`config.mk`:
```
export PLATFORM = sky130hd
export DESIGN_NAME = schbp_host_port
export DESIGN_NICKNAME = d
export VERILOG_FILES = /design/src/design/schbp_pkg.sv /design/src/design/schbp_host_port.sv
export SDC_FILE = /design/constraint.sdc
export NUM_CORES = 1
export LEC_CHECK = 0
export BUFFER_PORTS_ARGS = -buffer_cell sky130_fd_sc_hd__buf_2
export CAP_MARGIN = 40
export CORE_MARGIN = 4
export CORE_UTILIZATION = 25
export DETAILED_ROUTE_END_ITERATION = 6
export PLACE_DENSITY = 0.41
export SLEW_MARGIN = 25
export SYNTH_ARGS = -nofsm -noshare
export SYNTH_HDL_FRONTEND = slang
export SYNTH_SLANG_ARGS = --single-unit
```
`constraint.sdc`:
```
create_clock -name clock_i -period 2.43 [get_ports clock_i]
set_clock_uncertainty 0.05 [all_clocks]
set_input_delay 0.3645 -clock clock_i [delete_from_list [all_inputs] [get_ports clock_i]]
set_output_delay 0.3645 -clock clock_i [all_outputs]
set_load 0.005 [all_outputs]
```
`src/design/schbp_pkg.sv`:
```
/*
 * Constants for the host bus port of the serial controller: register pairs,
 * bit positions and reset values.
 * Assumes nothing of its surroundings.
 */
package schbp_pkg;
   localparam int DW = 16;
   localparam int AW = 3;
   localparam int SYNC_W = 25;

   // Register pair index, taken from address bits 2:1
   localparam logic [1:0] PAIR_STATUS = 2'h0;
   localparam logic [1:0] PAIR_RXCTL  = 2'h1;
   localparam logic [1:0] PAIR_TXCTL  = 2'h2;
   localparam logic [1:0] PAIR_DATA   = 2'h3;

   // Status pair: receiver bits in the low byte, transmitter bits in the high byte
   localparam int ST_RX_OVERRUN  = 0;
   localparam int ST_RX_EOM_FRM  = 1;
   localparam int ST_RX_PARITY   = 2;
   localparam int ST_RX_AVAIL    = 3;
   localparam int ST_TX_UNDERRUN = 8;
   localparam int ST_TX_EMPTY    = 9;

   // Receiver control register
   localparam int RCR_RX_EN   = 0;
   localparam int RCR_AUX_DIR = 13;
   localparam int RCR_AUX_OUT = 14;

   // Transmitter control register
   localparam int TCR_TX_EN = 0;
   localparam int TCR_EOM   = 9;

   localparam logic [15:0] RCR_RST   = 16'h0000;
   localparam logic [15:0] TCR_RST   = 16'h0000;
   localparam logic [15:0] DATA_RST  = 16'h0000;
   localparam logic [2:0]  RXST_RST  = 3'h0;
   localparam logic [24:0] SYNC_RST  = 25'h1FFFFFF;
endpackage

```
`src/design/schbp_host_port.sv`:
```
/*
 * Host parallel bus port of a serial controller: strobe handling, byte or
 * pair addressing, control and status registers, handshake outputs, interrupt
 * request and the auxiliary pin.
 * Assumes all bus pins are asynchronous to clock_i and that strobes last well
 * over three clock periods; receiver and transmitter logic sit on clock_i.
 */
// What this block does
// - The auxiliary pin is an input or an output as the direction bit of the receiver control register says.
// - As an input, a low level on the auxiliary pin sets the end-of-message flag of the transmitter control register.
// - As an output, the auxiliary pin follows bit 14 of the receiver control register.
// - The byte pin selects an 8-bit bus when high and a 16-bit bus when low, and the port works in that width.
// - While chip select and read are both low, the addressed register is driven onto the data bus.
// - The data bus value taken while chip select and write are both low is loaded into the addressed register when the write ends.
// - Receive-available is high while a character waits and clears on the rising read edge that reads it.
// - A low reset pin disables transmitter and receiver and initialises the control registers and timing.
// - The interrupt request goes low when an interrupt-linked status condition arises.
// - The linked conditions are receiver overrun, end-of-message with framing error, parity error and underrun.
// - The interrupt is released on the trailing read edge of the last status register still holding a linked condition.
// - On an 8-bit bus the three address pins select one of eight byte registers.
// - On a 16-bit bus the lowest address pin is ignored and the upper two select one of four register pairs.
`timescale 1ns/1ps
module schbp_host_port (
   input  wire logic                  clock_i,
   input  wire logic                  sys_rst_i,
   input  wire logic                  reset_n_i,
   input  wire logic                  cs_n_i,
   input  wire logic                  rd_n_i,
   input  wire logic                  wr_n_i,
   input  wire logic                  byte_mode_i,
   input  wire logic [schbp_pkg::AW-1:0] addr_i,
   input  wire logic [schbp_pkg::DW-1:0] data_i,
   output logic      [schbp_pkg::DW-1:0] data_o,
   output logic                       data_oe_n_o,
   input  wire logic                  aux_i,
   output logic                       aux_o,
   output logic                       aux_oe_n_o,
   output logic                       irq_n_o,
   output logic                       receive_available_out_o,
   output logic                       transmit_empty_out_o,
   input  wire logic                  rx_char_load_i,
   input  wire logic [schbp_pkg::DW-1:0] rx_data_i,
   input  wire logic                  rx_overrun_i,
   input  wire logic                  rx_eom_framing_i,
   input  wire logic                  rx_parity_i,
   input  wire logic                  tx_underrun_i,
   input  wire logic                  tx_taken_i,
   output logic      [schbp_pkg::DW-1:0] tx_data_o,
   output logic                       tx_load_o,
   output logic                       tx_enable_o,
   output logic                       rx_enable_o,
   output logic                       end_of_message_flag_o
);
   import schbp_pkg::*;

   logic [SYNC_W-1:0] sync1_r;
   logic [SYNC_W-1:0] sync2_r;
   logic              rd_act_r;
   logic              wr_act_r;
   logic [AW-1:0]     acc_addr_r;
   logic [DW-1:0]     acc_data_r;
   logic              acc_byte_r;
   logic [DW-1:0]     receiver_control_register_r;
   logic [DW-1:0]     tx_ctl_r;
   logic [DW-1:0]     tx_data_r;
   logic [DW-1:0]     rx_data_r;
   logic [2:0]        rx_st_r;
   logic              tx_und_r;
   logic              rx_avail_r;
   logic              tx_empty_r;
   logic              tx_load_r;
   logic [DW-1:0]     data_out_r;
   logic              data_oe_n_r;
   logic              aux_out_r;
   logic              aux_oe_n_r;
   logic              irq_n_r;

   // Pins first pass two flops; only the second stage is read
   wire              rst_n_s = sync2_r[24];
   wire              cs_n_s  = sync2_r[23];
   wire              rd_n_s  = sync2_r[22];
   wire              wr_n_s  = sync2_r[21];
   wire              byte_s  = sync2_r[20];
   wire              aux_s   = sync2_r[19];
   wire [AW-1:0]     addr_s  = sync2_r[18:16];
   wire [DW-1:0]     data_s  = sync2_r[15:0];

   wire rst = sys_rst_i | ~rst_n_s;
   wire rd_act = ~cs_n_s & ~rd_n_s;
   wire wr_act = ~cs_n_s & ~wr_n_s;
   // Trailing edge: the strobe (or chip select) has gone away
   wire rd_end = rd_act_r & ~rd_act;
   wire wr_end = wr_act_r & ~wr_act;

   // Byte lane selection of the finished access
   wire [1:0] acc_pair = acc_addr_r[2:1];
   wire       lo_en    = ~acc_byte_r | ~acc_addr_r[0];
   wire       hi_en    = ~acc_byte_r | acc_addr_r[0];
   // On a byte bus the high byte arrives on the low lanes
   wire [7:0] hi_dat   = acc_byte_r ? acc_data_r[7:0] : acc_data_r[15:8];
   wire [DW-1:0] wdat  = {hi_dat, acc_data_r[7:0]};

   wire wr_rcr  = wr_end & (acc_pair == PAIR_RXCTL);
   wire wr_tcr  = wr_end & (acc_pair == PAIR_TXCTL);
   wire wr_data = wr_end & (acc_pair == PAIR_DATA);
   wire rd_stat = rd_end & (acc_pair == PAIR_STATUS);
   wire rd_data = rd_end & (acc_pair == PAIR_DATA);

   function automatic logic [DW-1:0] merge(input logic [DW-1:0] old, input logic lo, input logic hi,
                                           input logic [DW-1:0] d);
      merge = {hi ? d[15:8] : old[15:8], lo ? d[7:0] : old[7:0]};
   endfunction

   wire aux_is_out = receiver_control_register_r[RCR_AUX_DIR];
   wire eom_set    = ~aux_is_out & ~aux_s;

   wire [DW-1:0] rcr_nxt = wr_rcr ? merge(receiver_control_register_r, lo_en, hi_en, wdat)
                                  : receiver_control_register_r;
   wire [DW-1:0] tcr_wr  = wr_tcr ? merge(tx_ctl_r, lo_en, hi_en, wdat) : tx_ctl_r;
   // Pin level wins over a write that clears the flag
   wire [DW-1:0] tcr_nxt = tcr_wr | (DW'(eom_set) << TCR_EOM);
   wire          tx_wr_lo = wr_data & lo_en;
   wire [DW-1:0] txd_nxt = wr_data ? merge(tx_data_r, lo_en, hi_en, wdat) : tx_data_r;

   // Sticky status; a new event in the clearing cycle survives
   wire [2:0] rx_set    = {rx_parity_i, rx_eom_framing_i, rx_overrun_i};
   wire       clr_rx    = rd_stat & lo_en;
   wire       clr_tx    = rd_stat & hi_en;
   wire [2:0] rx_st_nxt = (rx_st_r & ~{3{clr_rx}}) | rx_set;
   wire       tx_und_nxt = (tx_und_r & ~clr_tx) | tx_underrun_i;
   wire       irq_nxt_n = ~(|rx_st_nxt | tx_und_nxt);

   wire rx_avail_nxt = rx_char_load_i | (rx_avail_r & ~(rd_data & lo_en));
   wire tx_empty_nxt = tx_taken_i | (tx_empty_r & ~tx_wr_lo);

   // Read view of the four pairs
   wire [DW-1:0] stat_word = {6'h00, tx_empty_r, tx_und_r, 4'h0, rx_avail_r, rx_st_r};
   wire [DW-1:0] rd_word = (addr_s[2:1] == PAIR_STATUS) ? stat_word :
                           (addr_s[2:1] == PAIR_RXCTL)  ? receiver_control_register_r :
                           (addr_s[2:1] == PAIR_TXCTL)  ? tx_ctl_r : rx_data_r;
   wire [7:0]    rd_byte = addr_s[0] ? rd_word[15:8] : rd_word[7:0];
   // Byte mode shows the byte on both halves since they are tied together
   wire [DW-1:0] rd_out  = byte_s ? {rd_byte, rd_byte} : rd_word;

   always_ff @(posedge clock_i) begin
      if (sys_rst_i) begin
         sync1_r <= SYNC_RST;
         sync2_r <= SYNC_RST;
      end else begin
         sync1_r <= {reset_n_i, cs_n_i, rd_n_i, wr_n_i, byte_mode_i, aux_i, addr_i, data_i};
         sync2_r <= sync1_r;
      end
   end

   // Address and data are captured while the strobe is low, used at its end
   always_ff @(posedge clock_i) begin
      if (rst) begin
         rd_act_r   <= 1'b0;
         wr_act_r   <= 1'b0;
         acc_addr_r <= '0;
         acc_data_r <= DATA_RST;
         acc_byte_r <= 1'b1;
      end else begin
         rd_act_r <= rd_act;
         wr_act_r <= wr_act;
         if (rd_act | wr_act) begin
            acc_addr_r <= addr_s;
            acc_data_r <= data_s;
            acc_byte_r <= byte_s;
         end
      end
   end

   always_ff @(posedge clock_i) begin
      if (rst) begin
         receiver_control_register_r <= RCR_RST;
         tx_ctl_r   <= TCR_RST;
         tx_data_r  <= DATA_RST;
         tx_load_r  <= 1'b0;
         rx_data_r  <= DATA_RST;
         rx_st_r    <= RXST_RST;
         tx_und_r   <= 1'b0;
         rx_avail_r <= 1'b0;
         tx_empty_r <= 1'b1;
         irq_n_r    <= 1'b1;
      end else begin
         receiver_control_register_r <= rcr_nxt;
         tx_ctl_r   <= tcr_nxt;
         tx_data_r  <= txd_nxt;
         tx_load_r  <= tx_wr_lo;
         if (rx_char_load_i) begin
            rx_data_r <= rx_data_i;
         end
         rx_st_r    <= rx_st_nxt;
         tx_und_r   <= tx_und_nxt;
         rx_avail_r <= rx_avail_nxt;
         tx_empty_r <= tx_empty_nxt;
         irq_n_r    <= irq_nxt_n;
      end
   end

   always_ff @(posedge clock_i) begin
      if (rst) begin
         data_out_r  <= DATA_RST;
         data_oe_n_r <= 1'b1;
         aux_out_r   <= 1'b0;
         aux_oe_n_r  <= 1'b1;
      end else begin
         data_out_r  <= rd_out;
         data_oe_n_r <= ~rd_act;
         aux_out_r   <= rcr_nxt[RCR_AUX_OUT];
         aux_oe_n_r  <= ~rcr_nxt[RCR_AUX_DIR];
      end
   end

   assign data_o                  = data_out_r;
   assign data_oe_n_o             = data_oe_n_r;
   assign aux_o                   = aux_out_r;
   assign aux_oe_n_o              = aux_oe_n_r;
   assign irq_n_o                 = irq_n_r;
   assign receive_available_out_o = rx_avail_r;
   assign transmit_empty_out_o    = tx_empty_r;
   assign tx_data_o               = tx_data_r;
   assign tx_load_o               = tx_load_r;
   assign tx_enable_o             = tx_ctl_r[TCR_TX_EN];
   assign rx_enable_o             = receiver_control_register_r[RCR_RX_EN];
   assign end_of_message_flag_o   = tx_ctl_r[TCR_EOM];
endmodule // schbp_host_port

```
==> results.py <==
metrics = {
    "grt": {
        "grt_max_degree": 56,
        "first_global_vias": 4311,
        "grt_pass1_wl_mm": 25.0,
        "gr-total-overflow": 0,
        "grt_use_total_pct": 12.3,
        "antenna_found_initial": 0,
    },
    "logic_synthesis": {
        "synth_seq_cells": 162,
        "ys_seq_area_share_pct": 54.0,
        "syn_inst": 597,
        "synth_cell_types": 41,
        "syn_nets": 646,
        "yosysWarnings": 0,
        "syn_area_um2": 6000,
        "avgSynthCellArea_um2": 10.1,
    },
    "critical_path": {
        "r2r_start": "sync2_r[17]$_SDFF_PP1_",
        "cp_max_fo": 25,
        "cp.required_ns": 2.62,
        "critPathKind": "flop to flop",
        "r2r_cells": 5,
        "slowest_delay_ns": 0.57,
        "crit_path_end_kind": "flop",
        "crit_top_cell": "buf_4",
        "start_kind": "flop",
        "worstPathArrival_ns": 2.14,
        "cp_slowest_cell": "a2111oi_0",
        "startpoint": "sync2_r[17]$_SDFF_PP1_",
        "cp_cell_sequence": "buf_4, nor2b_1, buf_4, a221oi_1, a2111oi_0",
    },
    "cts": {
        "cts_made_buffers": 17,
        "cts_tree": "done",
        "cts.htree.levels": 4,
        "clock-sinks": 162,
        "cts-resized-gates": 0,
        "insertion_delay_ns": 0.42,
        "clk_path_buf_depth": 2,
        "cts_setup_buffers": 0,
        "cts.clk_slew.worst_paths_ns": 0.07,
        "cts_hold_buffers": 0,
        "cts-root-buf": "clkbuf_16",
    },
    "floorplan": {
        "initial_core_util_pct": 25.5,
        "core_um2": 23500,
        "pin_count": 91,
        "die_y_um": 163,
        "dieArea_um2": 26600,
        "die_w_um": 163,
        "rows": 56,
    },
    "detailed_routing": {
        "drcViolationCount": 0,
        "via_count": 4281,
        "vias_per_cell": 4.25,
        "drt-total-wl_mm": 16.0,
        "first_pass_iters": 4,
        "drtIter0Drc": 165,
        "wl_per_cell_um": 15.9,
        "postRouteAntennaNets": 0,
    },
    "place": {
        "port_buffers": 90,
        "place_hpwl_mm": 12.1,
        "place_congestion": 0.810,
    },
    "timing": {
        "worst_pin_slew_ns": 0.595,
        "rsz0062_at_grt": "no",
        "hold_viol_final": 0,
        "min_period_ns": 1.95,
        "slew_violations": 0,
        "timing.slew.headroom_pct": 59.3,
        "fin_crit_sh_pct": 80.2,
        "timing.final.setup_violations": 0,
        "fin_tns_setup_ns": 0,
        "max_freq_mhz": 513,
    },
    "run_status": {
        "status": "completed",
    },
    "pwr": {
        "p_leak_nw": 3.14,
        "p_per_area_nw_per_um2": 787,
        "ir_drop_uv": 366,
    },
    "min_path": {
        "min_from": "data_i[10]",
        "hold_path_class": "input port to flop",
        "holdPathStages": 2,
    },
    "cells_and_area": {
        "area_delta_synth_final_pct": 22.6,
        "insertedDiodeCount": 0,
        "fin_nets": 724,
        "postLayoutCoreUtil_pct": 31.3,
        "n_fill_cell": 2511,
        "drive_gt1_share_pct": 31.8,
    },
    "flow_run": {
        "drv_cap": 0,
    },
}
-- registers in the layout (all words and copies together) (netlist names) --
signal / flops
acc_addr_r: 3
acc_byte_r: 1
acc_data_r: 16
aux_oe_n_o: 1
data_o: 16
data_oe_n_o: 1
irq_n_o: 1
rd_act_r: 1
receive_available_out_o: 1
receiver_control_register_r: 16
rx_data_r: 16
rx_st_r: 3
sync1_r: 25
sync2_r: 25
transmit_empty_out_o: 1
tx_ctl_r: 16
tx_data_o: 16
tx_load_o: 1
tx_und_r: 1
wr_act_r: 1
-- cells in the final DEF (no fill, tap or decap), types with 3 or more instances in the layout --
cell | Yosys | layout
clkbuf_16 | 0 | 17
a31oi_1 | 7 | 7
nor2_1 | 22 | 22
nor2b_1 | 6 | 5
a22oi_1 | 3 | 3
clkinvlp_4 | 0 | 4
nand2_1 | 110 | 110
a21oi_1 | 32 | 32
a221oi_1 | 10 | 10
nor3_1 | 10 | 10
buf_2 | 13 | 91
nand2b_1 | 4 | 3
mux4_2 | 6 | 6
mux2_2 | 19 | 19
inv_1 | 6 | 6
dfxtp_1 | 162 | 162
buf_4 | 2 | 11
or2_2 | 50 | 50
mux2i_1 | 62 | 62
o21ai_0 | 5 | 5
a211oi_1 | 7 | 7
nor4_1 | 7 | 7
-- area by class of cell --
type | instances | area (um^2) | area share [%]
Tap cell | 319 | 399 | 5.42
Clock inverter | 13 | 149 | 2.02
Sequential cell | 162 | 3240 | 44.1
Timing Repair Buffer | 103 | 558 | 7.58
Inverter | 6 | 22.5 | 0.306
Clock buffer | 19 | 453 | 6.15
Multi-Input combinational cell | 385 | 2540 | 34.5
-- critical path: cells and delay by family, from the launching register on --
family	cells	cell delay (ns)
DFF	1	0.31
buffers and inverters	2	0.52
AOI/OAI and AO/OA	2	0.68
and+or+nand+nor	1	0.18
-- through the flow --
stage	hold WS [ns]	total power [mW]	std cells	instance area [um^2]	setup slack, ns
after floorplan	0.339	3.03	597	6000	0.980
after CTS	0.0551	5.87	1006	7360	0.451
final	0.0718	5.79	1007	7360	0.480
after global routing	0.0531	6.03	1007	7360	0.254
after global placement	0.350	3.15	974	6750	0.482
after detailed placement	0.350	3.16	974	6750	0.469
-- path summary, 6_finish.rpt --
| kind | to | slack (ns) |
|---|---|---|
| worst max-delay path | data_o[3]$_SDFF_PP0_ | 0.48 |
| worst min-delay path | sync1_r[10]$_SDFF_PP1_ | 0.07 |
| worst max register to register | data_o[3]$_SDFF_PP0_ | 0.48 |
| worst min register to register | sync2_r[15]$_SDFF_PP1_ | 0.36 |
-- where the power goes --
part | switching [mW] | internal [mW] | leakage, nW
clock network | 1.11 | 1.59 | 0.286
logic | 0.167 | 0.144 | 1.53
registers | 0.0451 | 2.74 | 1.32
total | 1.32 | 4.47 | 3.14
-- metal layers --
metal | part of all wire [%] | GRT usage, % | wire length [um]
met1 | 47 | 15.9 | 7580
met2 | 48 | 20.5 | 7640
met3 | 3.8 | 3.01 | 607
met4 | 0.93 | 2.97 | 149
met5 | 0 | 0 | 0
-- logic make-up (layout without fill, tap and decap cells) --
family,after synthesis,count (layout),share of synthesized area (%)
multiplexers,87,87,16.2
buffers and inverters,50,141,3.90
flip-flops,162,162,54.0
AND/OR/NAND/NOR,223,223,17.8
AO/OA/AOI/OAI,75,75,8.11
-- synth_stat cells, drive strengths merged --
cell type / n / share of area, %
dfxtp: 162 / 54
nand2: 110 / 6.9
mux2i: 62 / 10
or2: 50 / 5.2
a21oi: 32 / 2.7
buf: 24 / 2.3
nor2: 22 / 1.4
clkbuf: 20 / 1.3
mux2: 19 / 3.6
nor3: 11 / 1.0
a221oi: 10 / 1.5
a211oi: 7 / 0.88
a31oi: 7 / 0.73
nor4: 7 / 0.73
inv: 6 / 0.38
mux4: 6 / 2.3
nor2b: 6 / 0.63
o21ai: 6 / 0.56
nand2b: 4 / 0.42
nand3: 4 / 0.50
or3: 4 / 0.52
a22oi: 3 / 0.38
a2111oi: 2 / 0.29
a211o: 2 / 0.29
and2: 2 / 0.21
and3: 2 / 0.21
a21o: 1 / 0.15
a311oi: 1 / 0.15
a41o: 1 / 0.17
and3b: 1 / 0.15
o21a: 1 / 0.13
o31ai: 1 / 0.13
o41ai: 1 / 0.15
(Power assumes the default switching activity.)
